**src/led_port_pkg.sv**
```systemverilog
// constants, encodings and states of the led port expander bus block
`default_nettype none
package led_port_pkg;
    localparam int PIN_COUNT = 16;
    localparam int CLK_HZ = 100_000_000;
    localparam int BLINK_BASE_HZ = 44;
    localparam int DUTY_STEPS = 256;
    // rounded down: blink periods run a hair fast
    localparam int STEP_CYCLES = CLK_HZ / (BLINK_BASE_HZ * DUTY_STEPS);
    localparam int FIFO_DEPTH = 32;
    localparam int FIFO_WIDTH = 12;
    localparam logic [3:0] ADDR_HIGH = 4'hc;
    localparam int AUTO_STEP_BIT = 4;
    localparam logic [3:0] REG_LEVEL_A = 4'h0;
    localparam logic [3:0] REG_LEVEL_B = 4'h1;
    localparam logic [3:0] REG_PERIOD_A = 4'h2;
    localparam logic [3:0] REG_DUTY_A = 4'h3;
    localparam logic [3:0] REG_PERIOD_B = 4'h4;
    localparam logic [3:0] REG_DUTY_B = 4'h5;
    localparam logic [3:0] REG_SEL_0 = 4'h6;
    localparam logic [3:0] REG_LAST = 4'h9;
    localparam logic [7:0] PERIOD_RESET = 8'hff;
    localparam logic [7:0] DUTY_RESET = 8'h80;
    localparam logic [7:0] SEL_RESET = 8'h55;
    localparam logic [1:0] SEL_LOW = 2'b00;
    localparam logic [1:0] SEL_HIZ = 2'b01;
    localparam logic [1:0] SEL_WAVE_A = 2'b10;
    localparam logic [1:0] SEL_WAVE_B = 2'b11;
    typedef enum logic [2:0] {
        ST_IDLE = 3'b000,
        ST_ADDR = 3'b001,
        ST_AACK = 3'b010,
        ST_RXB = 3'b011,
        ST_WACK = 3'b100,
        ST_TXB = 3'b101,
        ST_RACK = 3'b110,
        ST_WSTOP = 3'b111
    } bus_state_type;
endpackage
`default_nettype wire

```
**src/led_port_bus.sv**
```systemverilog
// write buffer and the i2c register access and pin logic of the led port expander
`default_nettype none
module led_port_fifo #(
    parameter int WIDTH = 12,
    parameter int DEPTH = 32
) (
    input wire logic clk_in,
    input wire logic rst_b_in,
    input wire logic ce_in,
    input wire logic in_valid_in,
    input wire logic [WIDTH-1:0] in_data_in,
    output logic in_ready_out,
    output logic out_valid_out,
    output logic [WIDTH-1:0] out_data_out,
    input wire logic out_ready_in
);
    localparam int AW = $clog2(DEPTH);
    typedef struct packed {
        logic [AW:0] wr;
        logic [AW:0] rd;
    } fifo_state_type;
    fifo_state_type r;
    fifo_state_type n;
    logic [WIDTH-1:0] mem [DEPTH];
    logic push;
    logic pop;
    assign in_ready_out = (r.wr ^ r.rd) != {1'b1, {AW{1'b0}}};
    assign out_valid_out = r.wr != r.rd;
    assign out_data_out = mem[r.rd[AW-1:0]];
    assign push = in_valid_in && in_ready_out && ce_in;
    assign pop = out_valid_out && out_ready_in && ce_in;
    always_comb begin
        n = r;
        if (push) begin
            n.wr = r.wr + 1'b1;
        end
        if (pop) begin
            n.rd = r.rd + 1'b1;
        end
    end
    always_ff @(posedge clk_in) begin
        if (!rst_b_in) begin
            r <= '0;
        end else begin
            r <= n;
        end
        if (push) begin
            mem[r.wr[AW-1:0]] <= in_data_in;
        end
    end
endmodule // led_port_fifo

module led_port_bus #(
    parameter int STEP_CYCLES = led_port_pkg::STEP_CYCLES,
    parameter int FIFO_DEPTH = led_port_pkg::FIFO_DEPTH
) (
    input wire logic clk_in,
    input wire logic rst_b_in,
    input wire logic por_ok_in,
    input wire logic ce_in,
    input wire logic scl_in,
    input wire logic sda_in,
    output logic sda_out,
    output logic sda_oe_out,
    input wire logic [2:0] addr_pins_in,
    input wire logic [led_port_pkg::PIN_COUNT-1:0] led_in,
    output logic [led_port_pkg::PIN_COUNT-1:0] led_out,
    output logic [led_port_pkg::PIN_COUNT-1:0] led_oe_out
);
    import led_port_pkg::*;
    typedef struct packed {
        logic scl_s1, scl_s2, scl_d, sda_s1, sda_s2, sda_d;
        logic [2:0] adr_s1, adr_s2;
        logic [15:0] pin_s1, pin_s2;
        bus_state_type st;
        logic [3:0] bits;
        logic [7:0] shift;
        logic is_cmd, rd, acked;
        logic [3:0] ptr;
        logic auto_step_flag;
        logic sda_oe;
        logic push;
        logic [11:0] push_data;
        logic [1:0][7:0] psc, pwm, lvl, div_cnt, duty_cnt;
        logic [3:0][7:0] sel;
        logic [13:0] step_cnt;
        logic [15:0] led_oe;
    } state_type;
    state_type r;
    state_type n;
    logic in_reset;
    logic scl_rise, scl_fall, start_seen, stop_seen, step_tick;
    logic f_ready, f_valid, f_pop, drain_ok;
    logic [11:0] f_data;
    logic [1:0] wave_low;
    logic [15:0] drive_low;
    logic [31:0] sel_flat;

    function automatic logic [3:0] ptr_step(input logic [3:0] p);
        ptr_step = (p >= REG_LAST) ? 4'h0 : 4'(p + 4'h1);
    endfunction

    function automatic state_type reset_value();
        state_type v;
        v = '0;
        // synchronisers start at the idle bus level so no false edge follows reset
        {v.scl_s1, v.scl_s2, v.scl_d, v.sda_s1, v.sda_s2, v.sda_d} = 6'h3f;
        v.psc = {PERIOD_RESET, PERIOD_RESET};
        v.pwm = {DUTY_RESET, DUTY_RESET};
        v.sel = {4{SEL_RESET}};
        return v;
    endfunction

    assign in_reset = !rst_b_in || !por_ok_in;
    assign scl_rise = r.scl_s2 && !r.scl_d;
    assign scl_fall = !r.scl_s2 && r.scl_d;
    assign start_seen = r.scl_s2 && r.scl_d && r.sda_d && !r.sda_s2;
    assign stop_seen = r.scl_s2 && r.scl_d && !r.sda_d && r.sda_s2;
    assign step_tick = r.step_cnt == 14'(STEP_CYCLES - 1);
    // the drain pauses during the master acknowledge slot so a read load sees settled registers
    assign drain_ok = r.st != ST_RACK;
    assign f_pop = f_valid && drain_ok && ce_in;
    assign sel_flat = r.sel;
    assign sda_out = 1'b0;
    assign sda_oe_out = r.sda_oe;
    assign led_out = '0;
    assign led_oe_out = r.led_oe;

    led_port_fifo #(.WIDTH(FIFO_WIDTH), .DEPTH(FIFO_DEPTH)) u_fifo (
        .clk_in(clk_in),
        .rst_b_in(!in_reset),
        .ce_in(ce_in),
        .in_valid_in(r.push),
        .in_data_in(r.push_data),
        .in_ready_out(f_ready),
        .out_valid_out(f_valid),
        .out_data_out(f_data),
        .out_ready_in(drain_ok)
    );

    for (genvar c = 0; c < 2; c++) begin : g_wave
        assign wave_low[c] = r.duty_cnt[c] < r.pwm[c];
    end
    for (genvar i = 0; i < PIN_COUNT; i++) begin : g_pin
        logic [1:0] code;
        assign code = sel_flat[2*i +: 2];
        assign drive_low[i] = (code == SEL_LOW)
            || (code == SEL_WAVE_A && wave_low[0])
            || (code == SEL_WAVE_B && wave_low[1]);
    end

    always_comb begin
        logic [7:0] tx;
        tx = 8'h00;
        n = r;
        n.push = 1'b0;
        n.scl_s1 = scl_in;
        n.scl_s2 = r.scl_s1;
        n.scl_d = r.scl_s2;
        n.sda_s1 = sda_in;
        n.sda_s2 = r.sda_s1;
        n.sda_d = r.sda_s2;
        n.adr_s1 = addr_pins_in;
        n.adr_s2 = r.adr_s1;
        n.pin_s1 = led_in;
        n.pin_s2 = r.pin_s1;
        n.led_oe = drive_low;
        n.step_cnt = step_tick ? 14'h0 : 14'(r.step_cnt + 14'h1);
        for (int c = 0; c < 2; c++) begin
            if (step_tick) begin
                if (r.div_cnt[c] == r.psc[c]) begin
                    n.div_cnt[c] = 8'h00;
                    n.duty_cnt[c] = 8'(r.duty_cnt[c] + 8'h01);
                end else begin
                    n.div_cnt[c] = 8'(r.div_cnt[c] + 8'h01);
                end
            end
        end
        if (f_pop) begin
            unique case (f_data[11:8])
                REG_PERIOD_A: n.psc[0] = f_data[7:0];
                REG_PERIOD_B: n.psc[1] = f_data[7:0];
                REG_DUTY_A, REG_DUTY_B: begin
                    n.pwm[f_data[10]] = f_data[7:0];
                    n.duty_cnt[f_data[10]] = 8'h00;
                    n.div_cnt[f_data[10]] = 8'h00;
                end
                4'h6, 4'h7, 4'h8, 4'h9: n.sel[2'(f_data[11:8] - REG_SEL_0)] = f_data[7:0];
                default: ;
            endcase
        end
        unique case (r.ptr)
            REG_LEVEL_A: tx = r.pin_s2[7:0];
            REG_LEVEL_B: tx = r.pin_s2[15:8];
            REG_PERIOD_A: tx = r.psc[0];
            REG_DUTY_A: tx = r.pwm[0];
            REG_PERIOD_B: tx = r.psc[1];
            REG_DUTY_B: tx = r.pwm[1];
            4'h6, 4'h7, 4'h8, 4'h9: tx = r.sel[2'(r.ptr - REG_SEL_0)];
            default: tx = 8'h00;
        endcase
        if (start_seen) begin
            n.st = ST_ADDR;
            n.bits = 4'h0;
            n.sda_oe = 1'b0;
        end else if (stop_seen) begin
            n.st = ST_IDLE;
            n.sda_oe = 1'b0;
        end else begin
            unique case (r.st)
                ST_IDLE, ST_WSTOP: ;
                ST_ADDR, ST_RXB: begin
                    if (scl_rise) begin
                        n.shift = {r.shift[6:0], r.sda_s2};
                        n.bits = 4'(r.bits + 4'h1);
                    end else if (scl_fall && r.bits == 4'h8) begin
                        n.st = ST_WACK;
                        n.sda_oe = 1'b1;
                        if (r.st == ST_ADDR) begin
                            n.rd = r.shift[0];
                            n.is_cmd = !r.shift[0];
                            if (r.shift[7:1] == {ADDR_HIGH, r.adr_s2}) begin
                                n.st = ST_AACK;
                            end else begin
                                n.st = ST_WSTOP;
                                n.sda_oe = 1'b0;
                            end
                        end else if (r.is_cmd) begin
                            n.ptr = r.shift[3:0];
                            n.auto_step_flag = r.shift[AUTO_STEP_BIT];
                            n.is_cmd = 1'b0;
                        end else if (f_ready) begin
                            n.push = 1'b1;
                            n.push_data = {r.ptr, r.shift};
                            if (r.auto_step_flag) begin
                                n.ptr = ptr_step(r.ptr);
                            end
                        end else begin
                            // full buffer: refuse the byte rather than lose it
                            n.st = ST_WSTOP;
                            n.sda_oe = 1'b0;
                        end
                    end
                end
                ST_WACK: begin
                    if (scl_fall) begin
                        n.sda_oe = 1'b0;
                        n.st = ST_RXB;
                        n.bits = 4'h0;
                    end
                end
                ST_AACK, ST_RACK: begin
                    if (scl_rise && r.st == ST_RACK) begin
                        n.acked = !r.sda_s2;
                    end else if (scl_fall && !r.rd) begin
                        n.sda_oe = 1'b0;
                        n.st = ST_RXB;
                        n.bits = 4'h0;
                    end else if (scl_fall && (r.st == ST_AACK || r.acked)) begin
                        n.lvl = {r.pin_s2[15:8], r.pin_s2[7:0]};
                        n.shift = tx;
                        n.sda_oe = !tx[7];
                        n.bits = 4'h0;
                        n.st = ST_TXB;
                        if (r.auto_step_flag) begin
                            n.ptr = ptr_step(r.ptr);
                        end
                    end else if (scl_fall) begin
                        n.sda_oe = 1'b0;
                        n.st = ST_WSTOP;
                    end
                end
                ST_TXB: begin
                    if (scl_fall) begin
                        if (r.bits == 4'h7) begin
                            n.sda_oe = 1'b0;
                            n.acked = 1'b0;
                            n.st = ST_RACK;
                        end else begin
                            n.shift = {r.shift[6:0], 1'b0};
                            n.sda_oe = !r.shift[6];
                            n.bits = 4'(r.bits + 4'h1);
                        end
                    end
                end
            endcase
        end
    end

    always_ff @(posedge clk_in) begin
        if (in_reset) begin
            r <= reset_value();
        end else if (ce_in) begin
            r <= n;
        end
    end
endmodule // led_port_bus
`default_nettype wire

```
**config.mk**
```make
export PLATFORM = sky130hd
export DESIGN_NAME = led_port_bus
export DESIGN_NICKNAME = d
export VERILOG_FILES = /design/src/led_port_pkg.sv /design/src/led_port_bus.sv
export SDC_FILE = /design/constraint.sdc
export NUM_CORES = 1
export LEC_CHECK = 0
export ABC_AREA = 1
export BUFFER_PORTS_ARGS = -buffer_cell sky130_fd_sc_hd__buf_2
export CORE_UTILIZATION = 40
export CTS_CLUSTER_SIZE = 25
export DETAILED_ROUTE_END_ITERATION = 10
export PLACE_DENSITY_LB_ADDON = 0.15
export SYNTH_ARGS = -nofsm -noshare
export SYNTH_HDL_FRONTEND = slang
export SYNTH_SLANG_ARGS = --single-unit
```
**constraint.sdc**
```tcl
create_clock -name clk_in -period 2.72 [get_ports clk_in]
set_input_delay 0.544 -clock clk_in [delete_from_list [all_inputs] [get_ports clk_in]]
set_output_delay 0.544 -clock clk_in [all_outputs]
set_load 0.05 [all_outputs]
```
==> metrics.csv, run 1 <==
metric,value,unit
fin crit period,2610,ps
dominant delay contributor by cell family on the critical path,buffers and inverters,
total number of H-tree levels,3,
wire length of the first global-routing pass,116,mm
number of cells on the worst reg-to-reg path,10,
number of nets in the layout,3008,
FF+latch area,16000,um2
clock tree from TritonCTS,built,
clock latency at the later pin of the worst-skew pair,610,ps
number of warnings printed during yosys synthesis,0,
Critical Path Slowest Stage Cell,sky130_fd_sc_hd__dfxtp_4,
accumulated negative setup slack,0,ps
main area contributors after synthesis,"sky130_fd_sc_hd__edfxtp_1 43%, sky130_fd_sc_hd__dfxtp_1 17%, sky130_fd_sc_hd__nand2_1 8.1%",
number of max-cap violations,0,
Core Area,65900,um2
number of setup violations in the final report,0,
number of slew-limit violations in the final report,0,
Post-Synthesis Mean Instance Area,9.34,um2
drt drc,0,
Hold Path Class,in -> reg,
Die X-Extent,260,um
RSZ-0062 raised after global routing,no,
fill count,6277,
worst setup path class,reg -> reg,
Final Wtd Congestion,0.900,
worst path bufs/invs,4,
transition time of the tightest slew-check pin,870,ps
endpoint required time on the critical path,3230,ps
share of the synthesized area in the top cell type,43.2,%
"slowest stage delay, CP",400,ps
fraction of final layout cells sized beyond drive strength 1,10.8,%
effective utilization at floorplan,40.5,%
Synth area leader,sky130_fd_sc_hd__edfxtp_1,
Ant. Diodes,0,
number of global-route vias before repair,20100,
post-DR wirelength/cell,19.6,um
flip-flop and latch count after synthesis,608,
largest net degree at the start of global routing,93,
detailed placement HPWL,48.8,mm
outcome,completed,
clock slew at reported path FFs,60,ps
floorplan row count,94,
clock skew after layout,19.7,ps
capturing element type of the critical path,flop,
Num CTS Buffers,69,
share of the cycle needed by the critical path after routing,96.0,%
Synth Instances,2857,
post-synthesis sequential area ratio,60.0,%
iteration-0 DRC count of the detailed router,1776,
total power per unit cell area,627,nW/um2
via count,20800,
Total Die Area,67700,um2
number of library cell types mapped by synthesis,46,
worst slew margin relative to its limit,42.0,%
global-route total usage across every layer,22.1,%
number of antenna violations at the first check in global routing,0,
number of cells on the critical path,10,
worst vdd ir,0.419,mV
area growth from synthesis to final layout,16.0,%
FF-to-FF End,r[133],
Final Instance Count excl. Fillers,3867,
total gr overflow,0,
cell chosen for the clock root,sky130_fd_sc_hd__clkbuf_16,
number of nets with antenna violations after routing,0,
count of TritonRoute iterations in the first routing pass,6,
end point of the critical path,r[133],
average vias per placed instance,5.39,
element type at the critical path start,flop,
CTS Sinks,608,
footprint of the multi-input gates,9140,um2
Placed Instances,3735,
endpoints failing hold,0,
Peak Freq,0.383,GHz
ordered cell list for the critical path,inv_6 -> buf_12 -> buf_4 -> o21ai_0 -> o221ai_1 -> nand3_1 -> nand3_1 -> nand2_1 -> buf_4 -> o211ai_1,
post-synthesis instance area,26700,um2
critical path arrival,3130,ps
die extent in y,260,um
Ports,59,
register-to-register path setup slack,110,ps
Post-Route WL,75.9,mm
peak fanout along the critical path,26,
LEAKAGE,11.4,nW
count of input and output buffers,41,
maximum buffer depth of the clock tree,3,
## how the worst min path moves through the flow
stage	startpoint	end	slack, ps	cells after the start
3_3_place_gp	r[145]	r[145]	430	2
4_1_cts	scl_in	n[221]	130	3
2_1_floorplan	r[179]	r[179]	430	2
5_1_grt	sda_in	n[218]	170	3
6_report	scl_in	n[221]	160	3
3_5_place_dp	r[148]	r[148]	440	2
## where the power goes
part	switching, mW	internal [mW]	leakage [nW]
sequential	0.0163	9.72	4.99
combinational	0.265	0.0818	5.29
clock	3.78	5.53	1.10
total	4.06	15.3	11.4
## registers in the layout (all words and copies together) (netlist names), named ones only
name	cells
u_fifo.mem	384
u_fifo.r	12
sda_oe_out	1
g_pin.code	32
r	135
led_oe_out	16
n	23
## stage by stage
step / power, mW / setup slack [ps] / hold slack (ps) / utilization, % / area (um2)
floorplan: 10.2 / 240 / 429 / - / 26700
global placement: 10.3 / 130 / 432 / 43.2 / 28400
detailed placement: 10.3 / 98.6 / 438 / 43.2 / 28400
CTS: 19.6 / 79.6 / 134 / 46.6 / 30700
global route: 20.0 / 3.16 / 169 / 47.0 / 30900
finish: 19.4 / 108 / 161 / 47.0 / 30900
## cells by family after synthesis
| kind of cell | share of synthesized area (%) |
|---|---|
| other | 0.0141 |
| buffers and inverters | 6.11 |
| xor gates and xnor gates | 0.985 |
| adders and majority gates | 1.50 |
| DFF | 60.0 |
| and+or+nand+nor | 19.6 |
| AOI/OAI and AO/OA | 11.7 |
## cell usage in the layout (no fill, tap or decap), types with 5 or more instances in the layout
| cell | count |
|---|---|
| sky130_fd_sc_hd__o21ai_0 | 246 |
| sky130_fd_sc_hd__buf_4 | 117 |
| sky130_fd_sc_hd__nand2_2 | 7 |
| sky130_fd_sc_hd__nor4_1 | 8 |
| sky130_fd_sc_hd__a22oi_1 | 6 |
| sky130_fd_sc_hd__nor3_1 | 38 |
| sky130_fd_sc_hd__clkinv_2 | 12 |
| sky130_fd_sc_hd__nand2_1 | 573 |
| sky130_fd_sc_hd__buf_2 | 41 |
| sky130_fd_sc_hd__conb_1 | 17 |
| sky130_fd_sc_hd__nand3_1 | 225 |
| sky130_fd_sc_hd__xor2_1 | 20 |
| sky130_fd_sc_hd__xnor2_1 | 10 |
| sky130_fd_sc_hd__o22ai_1 | 10 |
| sky130_fd_sc_hd__inv_6 | 5 |
| sky130_fd_sc_hd__a211oi_1 | 5 |
| sky130_fd_sc_hd__nand4_1 | 39 |
| sky130_fd_sc_hd__edfxtp_1 | 384 |
| sky130_fd_sc_hd__buf_12 | 14 |
| sky130_fd_sc_hd__clkbuf_1 | 9 |
| sky130_fd_sc_hd__clkinv_1 | 13 |
| sky130_fd_sc_hd__dfxtp_1 | 219 |
| sky130_fd_sc_hd__clkbuf_16 | 77 |
| sky130_fd_sc_hd__o211ai_1 | 22 |
| sky130_fd_sc_hd__nor2_1 | 345 |
| sky130_fd_sc_hd__ha_1 | 32 |
| sky130_fd_sc_hd__bufinv_16 | 7 |
| sky130_fd_sc_hd__o221ai_1 | 63 |
| sky130_fd_sc_hd__or2_2 | 5 |
| sky130_fd_sc_hd__inv_1 | 198 |
| sky130_fd_sc_hd__a21oi_1 | 166 |
| sky130_fd_sc_hd__nor2_2 | 5 |
## layer usage
layer  global-route usage (%)  up-vias  routed length (um)
met5                        0        -                   0
met4                     8.27        0                2260
met3                     2.97      126                4340
met2                     36.9      662               36500
met1                     29.2    10000               32900
li1                         -    10000                   -
## timing repair
action | 4_1_cts | 5_1_grt
gates resized for setup | 0 | 21
setup endpoints to repair | 0 | 67
hold buffers | 0 | 0
buffers inserted | 0 | 3
## cell usage after synthesis (all sizes together)
cell and number:
a221oi 1, a22oi 6, clkbuf 100, nor2 352
o221ai 63, or2 5, nor3 41, o31ai 3
a2111oi 1, dfxtp 224, o22ai 10, o21bai 1
o21ai 251, o21a 3, clkinv 1, xnor2 10
a21oi 167, edfxtp 384, ha 32, conb 1
nand4 39, inv 205, buf 77, nand2 580
nand3 226, a22o 1, o211ai 22, a211oi 5
and2 1, o2111ai 4, nor3b 4, nor4 8
and3 2, xor2 20, o41ai 2, a32o 1
a31oi 4
## cell type report
| type | instances | share of cell area (%) |
|---|---|---|
| sequential | 608 | 51.8 |
| multi-input combinational | 1882 | 29.5 |
| clock buffer | 83 | 5.98 |
| timing repair buffer | 184 | 5.33 |
| tap | 864 | 3.49 |
| inverter | 206 | 2.54 |
| clock inverter | 40 | 1.32 |
## tightest hold or removal path, stage by stage
cell and delay (ps):
sky130_fd_sc_hd__buf_2 70, sky130_fd_sc_hd__nand2_1 40, sky130_fd_sc_hd__nand3_1 60
Power figures use the tool's default switching activity.
==> run 2, diff against run 1 <==
==> constraint.sdc (replaced) <==
create_clock -name clk_in -period 2.4 [get_ports clk_in]
set_input_delay 0.48 -clock clk_in [delete_from_list [all_inputs] [get_ports clk_in]]
set_output_delay 0.48 -clock clk_in [all_outputs]
set_load 0.05 [all_outputs]
==> run 2 against run 1 <==
Compared with the run above: the flow now finishes with violations (negative setup slack); via count rose by 2.7%; die area unchanged; count of clock-buffer cells in the layout is 4 higher; total power is 14% higher; global-route usage rose by 0.88 points; setup slack got worse by 180 ps; worst hold slack lost 64 ps; clock skew grew 10 ps; first-iteration DRC count up 1.5%; sequential cell count stayed put; sequential share of layout area decreased by 3.4 points; routed wire length rose by 6.1%.
==> metrics.csv, run 2 (synthesis gave the netlist of run 1 again) <==
metric,value,unit,change
LEAKAGE,12.2,nW,+7.3%
outcome,finished with violations,,
Total Die Area,67700,um2,unchanged
number of global-route vias before repair,20600,,+2.4%
worst setup path class,reg -> reg,,
DP Worst Slack,-141,ps,-239 ps
clock slew at reported path FFs,60,ps,about the same
transition time of the tightest slew-check pin,824,ps,-46.0 ps
worst slew margin relative to its limit,45.1,%,+3.1 points
Peak Freq,0.404,GHz,+5.6%
accumulated negative setup slack,-822,ps,-822 ps
effective utilization at floorplan,40.5,%,unchanged
failing checks,negative setup slack,,
largest net degree at the start of global routing,93,,unchanged
Ports,59,,unchanged
Num CTS Buffers,69,,unchanged
element type at the critical path start,flop,,
fin crit period,2470,ps,-139 ps
fraction of final layout cells sized beyond drive strength 1,19.4,%,+8.7 points
Ant. Diodes,0,,unchanged
flip-flop count of the largest register after layout,384,,unchanged
Hold Path Class,in -> reg,,
maximum buffer depth of the clock tree,3,,unchanged
wire length of the first global-routing pass,120,mm,+3.3%
peak fanout along the critical path,8,,-69%
number of nets with antenna violations after routing,0,,unchanged
iteration-0 DRC count of the detailed router,1802,,+1.5%
clock latency at the later pin of the worst-skew pair,620,ps,about the same
clock tree from TritonCTS,built,,
post-route cell area,33100,um2,+6.9%
Post-Route WL,80.6,mm,+6.1%
total gr overflow,0,,unchanged
clock skew after layout,29.7,ps,+9.96 ps
number of slew-limit violations in the final report,0,,unchanged
worst vdd ir,0.531,mV,+27%
RSZ-0062 raised after global routing,yes,,
total power per unit cell area,667,nW/um2,+6.5%
CTS Sinks,608,,unchanged
total cell area at the placement stage,28800,um2,+1.5%
count of input and output buffers,41,,unchanged
post-DR wirelength/cell,20.4,um,+3.9%
average vias per placed instance,5.42,,+0.62%
die extent in y,260,um,unchanged
total number of H-tree levels,3,,unchanged
via count,21400,,+2.7%
number of nets in the layout,3089,,+2.7%
capturing element type of the critical path,flop,,
drt drc,0,,unchanged
endpoints failing hold,0,,unchanged
number of max-cap violations,0,,unchanged
Final Wtd Congestion,0.892,,-0.96%
detailed placement HPWL,48.8,mm,about the same
share of the cycle needed by the critical path after routing,103,%,+7.0 points
number of antenna violations at the first check in global routing,0,,unchanged
area growth from synthesis to final layout,24.0,%,
Core Area,65900,um2,unchanged
floorplan row count,94,,unchanged
final setup margin,-73.3,ps,-181 ps
number of setup violations in the final report,28,,+28
post-cts hold buffer count,0,,unchanged
total power draw,22.1,mW,+14%
global-route total usage across every layer,23.0,%,+0.88 points
endpoint required time on the critical path,2930,ps,-300 ps
critical path arrival,3000,ps,-130 ps
cell chosen for the clock root,sky130_fd_sc_hd__clkbuf_16,,
"most common cell after layout, fill and taps aside",sky130_fd_sc_hd__nand2_1,,
Die X-Extent,260,um,unchanged
final cell utilization of the core,50.2,%,+3.3 points
"commonest cells after routing, fill and taps aside","469 x sky130_fd_sc_hd__nand2_1, 384 x sky130_fd_sc_hd__edfxtp_1, 329 x sky130_fd_sc_hd__nor2_1",,
count of TritonRoute iterations in the first routing pass,5,,-1
run 2: metrics by stage:
step / std cells / hold slack (ps)
global placement: 3764 / 431
global route: 3949 / 88.3
floorplan: 2873 / 429
finish: 3949 / 97.3
CTS: 3896 / 66.2
detailed placement: 3764 / 436
run 2: area by class of cell:
class                      instances  area (um2)
multi-input combinational       1882       10000
inverter                         206         802
timing repair inverter             1        11.3
tap                              864        1080
clock buffer                      87        1870
sequential                       608       16000
timing repair buffer             264        2890
fill                            6026       32800
clock inverter                    37         403
run 2: critical path, stage by stage (launching register included):
cell and delay [ps]:
sky130_fd_sc_hd__dfxtp_4 470, sky130_fd_sc_hd__buf_12 200, sky130_fd_sc_hd__buf_16 140, sky130_fd_sc_hd__nand2_1 50, sky130_fd_sc_hd__nand3_1 100, sky130_fd_sc_hd__nand3_2 110, sky130_fd_sc_hd__nand2_2 80, sky130_fd_sc_hd__nand2_2 60
sky130_fd_sc_hd__nand2_4 110, sky130_fd_sc_hd__o21ai_4 80, sky130_fd_sc_hd__buf_6 140, sky130_fd_sc_hd__a21oi_4 280, sky130_fd_sc_hd__nand3_4 160, sky130_fd_sc_hd__buf_8 170, sky130_fd_sc_hd__nand2_1 60, sky130_fd_sc_hd__nand2_1 50
sky130_fd_sc_hd__nor2_1 120
run 2: path summary, 6_finish.rpt:
check              start               end  slack [ps]  depth (start not counted)
setup / recovery    flop  g_pin[4].code[1]         -70                         16
hold / removal    sda_in            n[218]         100                          3
setup reg to reg    flop  g_pin[4].code[1]         -70                         16
hold reg to reg   r[149]            r[149]         440                          2
run 2: routing by layer:
metal / vias up / wire length (um) / GRT usage (%)
met5: - / 0 / 0
met4: 0 / 2570 / 8.02
met3: 165 / 4740 / 3.77
met2: 668 / 38500 / 38.4
met1: 10400 / 34800 / 30.1
li1: 10200 / - / -
run 2: repair_timing:
item / CTS / global route
endpoints found under the setup margin: 69 / 377
cloned: 5 / 24
resized for setup: 17 / 294
pin swaps: 1 / 76
setup buffers: 3 / 30
run 2: power breakdown:
group | switching (mW) | internal [mW] | total [mW]
Combinational | 0.307 | 0.100 | 0.407
Clock | 4.35 | 6.30 | 10.6
Sequential | 0.0182 | 11.0 | 11.0
Total | 4.67 | 17.4 | 22.1
==> run 3, diff against run 2 <==
--- a/config.mk
+++ b/config.mk
@@ -11,6 +11,7 @@
 export CTS_CLUSTER_SIZE = 25
 export DETAILED_ROUTE_END_ITERATION = 10
 export PLACE_DENSITY_LB_ADDON = 0.15
+export RECOVER_POWER = 50
 export SYNTH_ARGS = -nofsm -noshare
 export SYNTH_HDL_FRONTEND = slang
 export SYNTH_SLANG_ARGS = --single-unit
==> run 3 against run 2 <==
Compared with the run above: clock power hardly changed; the flow finishes with violations (max-capacitance violations, max-slew violations, negative setup slack); combinational power is 1% lower; critical path type unchanged; register-to-register slack worse by 20 ps; first-iteration DRC count is 6.7% higher; die area stayed put; count of clock-buffer cells in the layout stayed put; critical endpoint unchanged; highest routed layer unchanged.
==> metrics.csv, run 3 (synthesis gave the netlist of run 1 again) <==
metric,value,unit,change
ordered cell list for the critical path,buf_12 -> buf_16 -> nand2_1 -> nand3_1 -> nand3_2 -> nand2_2 -> nand2_2 -> nand2_4 -> o21ai_4 -> buf_6 -> a21oi_4 -> nand3_4 -> buf_8 -> nand2_1 -> nand2_1 -> nor2_1,,
effective utilization at floorplan,40.5,%,unchanged
floorplan row count,94,,unchanged
worst setup path class,reg -> reg,,
element type at the critical path start,flop,,
origin of the worst min-delay path,sda_in,,
critical path arrival,3030,ps,+30 ps
Total Die Area,67700,um2,unchanged
Final Wtd Congestion,0.892,,unchanged
number of max-cap violations,9,,+9
clock tree from TritonCTS,built,,
number of global-route vias before repair,20600,,unchanged
CTS Sinks,608,,unchanged
share of the cycle needed by the critical path after routing,104,%,+1.0 points
clock slew at reported path FFs,60,ps,about the same
iteration-0 DRC count of the detailed router,1923,,+6.7%
number of setup violations in the final report,31,,+11%
final cell utilization of the core,50.1,%,-0.15 points
"most common cell after layout, fill and taps aside",sky130_fd_sc_hd__nand2_1,,
end point of the critical path,g_pin[4].code[1],,
detailed placement HPWL,48.8,mm,unchanged
number of nets with antenna violations after routing,0,,unchanged
Hold Path Class,in -> reg,,
largest net degree at the start of global routing,93,,unchanged
worst vdd ir,0.531,mV,about the same
Ports,59,,unchanged
endpoint required time on the critical path,2930,ps,about the same
via count,21300,,-0.36%
register-to-register path setup slack,-100,ps,-20 ps
maximum buffer depth of the clock tree,3,,unchanged
Core Area,65900,um2,unchanged
Die X-Extent,260,um,unchanged
transition time of the tightest slew-check pin,1850,ps,+1020 ps
clock skew after layout,27.1,ps,-2.58 ps
Ant. Diodes,0,,unchanged
number of antenna violations at the first check in global routing,0,,unchanged
number of slew-limit violations in the final report,299,,+299
critical path's most frequent cell,sky130_fd_sc_hd__nand2_1,,
total power draw,22.1,mW,about the same
peak fanout along the critical path,8,,unchanged
wire length of the first global-routing pass,120,mm,unchanged
endpoints failing hold,0,,unchanged
drt drc,0,,unchanged
cell chosen for the clock root,sky130_fd_sc_hd__clkbuf_16,,
number of nets in the layout,3089,,unchanged
area growth from synthesis to final layout,23.6,%,
flip-flop count of the largest register after layout,384,,unchanged
outcome,finished with violations,,
worst slew margin relative to its limit,-23.0,%,-68 points
final setup margin,-97.9,ps,-24.5 ps
fraction of final layout cells sized beyond drive strength 1,18.3,%,-1.1 points
post-cts hold buffer count,0,,unchanged
Peak Freq,0.400,GHz,-0.98%
fin crit period,2500,ps,+24.5 ps
total power per unit cell area,669,nW/um2,+0.28%
count of input and output buffers,41,,unchanged
RSZ-0062 raised after global routing,yes,,
Num CTS Buffers,69,,unchanged
fill count,6046,,+0.33%
capturing element type of the critical path,flop,,
Critical Path Slowest Stage Cell,sky130_fd_sc_hd__dfxtp_4,,
"commonest cells after routing, fill and taps aside","469 x sky130_fd_sc_hd__nand2_1, 384 x sky130_fd_sc_hd__edfxtp_1, 332 x sky130_fd_sc_hd__nor2_1",,
Post-Route WL,80.5,mm,-0.10%
number of cells on the worst reg-to-reg path,16,,unchanged
average vias per placed instance,5.40,,-0.36%
total number of H-tree levels,3,,unchanged
die extent in y,260,um,unchanged
global-route total usage across every layer,23.0,%,unchanged
clock latency at the later pin of the worst-skew pair,620,ps,about the same
count of TritonRoute iterations in the first routing pass,6,,+1
failing checks,"max-capacitance violations, max-slew violations, negative setup slack",,
accumulated negative setup slack,-1410,ps,-587 ps
FF-to-FF End,g_pin[4].code[1],,
post-DR wirelength/cell,20.4,um,-0.10%
"slowest stage delay, CP",470,ps,about the same
LEAKAGE,12.1,nW,-1.0%
total gr overflow,0,,unchanged
run 3: worst min path at each step:
stage,to,cells past startpoint
floorplan,r[179],2
global placement,r[151],2
detailed placement,r[149],2
CTS,n[218],3
global route,n[221],3
finish,n[218],3
run 3: where the power goes:
group          internal, mW  switching (mW)
registers              11.0          0.0184
clock network          6.30            4.35
logic                0.0953           0.306
run 3: routing by layer:
metal	vias to the layer above	wire length, um	global-route usage, %
met5	-	0	0
met4	0	2450	8.02
met3	158	4620	3.77
met2	612	38500	38.4
met1	10400	34900	30.1
li1	10200	-	-
run 3: layout make-up:
cell class                      count  area, um2  share of cell area, %
Clock buffer                       87       1870                   5.66
Timing Repair inverter              1       11.3                 0.0341
Timing Repair Buffer              264       2790                   8.47
Multi-Input combinational cell   1882      10000                   30.3
Tap cell                          864       1080                   3.28
Inverter                          206        802                   2.43
Sequential cell                   608      16000                   48.6
Clock inverter                     37        403                   1.22
run 3: what timing repair did:
item,in CTS,in global routing
resized for setup,17,294
setup endpoints to repair,69,377
buffers inserted,3,30
cloned,5,24
pin swaps,1,76
run 3: metrics by stage:
stage | setup WS [ps] | hold slack [ps] | std cells | area (um2)
final | -97.9 | 97.8 | 3949 | 33000
after global placement | -107 | 431 | 3764 | 28800
after global routing | -167 | 88.3 | 3949 | 33000
after floorplan | -43.5 | 429 | 2873 | 26700
after CTS | 9.75 | 66.2 | 3896 | 31400
after detailed placement | -141 | 436 | 3764 | 28800
run 3: worst max-delay path: cells and delay by family (launching register included):
family | cells | cell delay (ps)
and+or+nand+nor | 10 | 930
DFF | 1 | 470
buffers and inverters | 4 | 650
AOI/OAI and AO/OA | 2 | 360
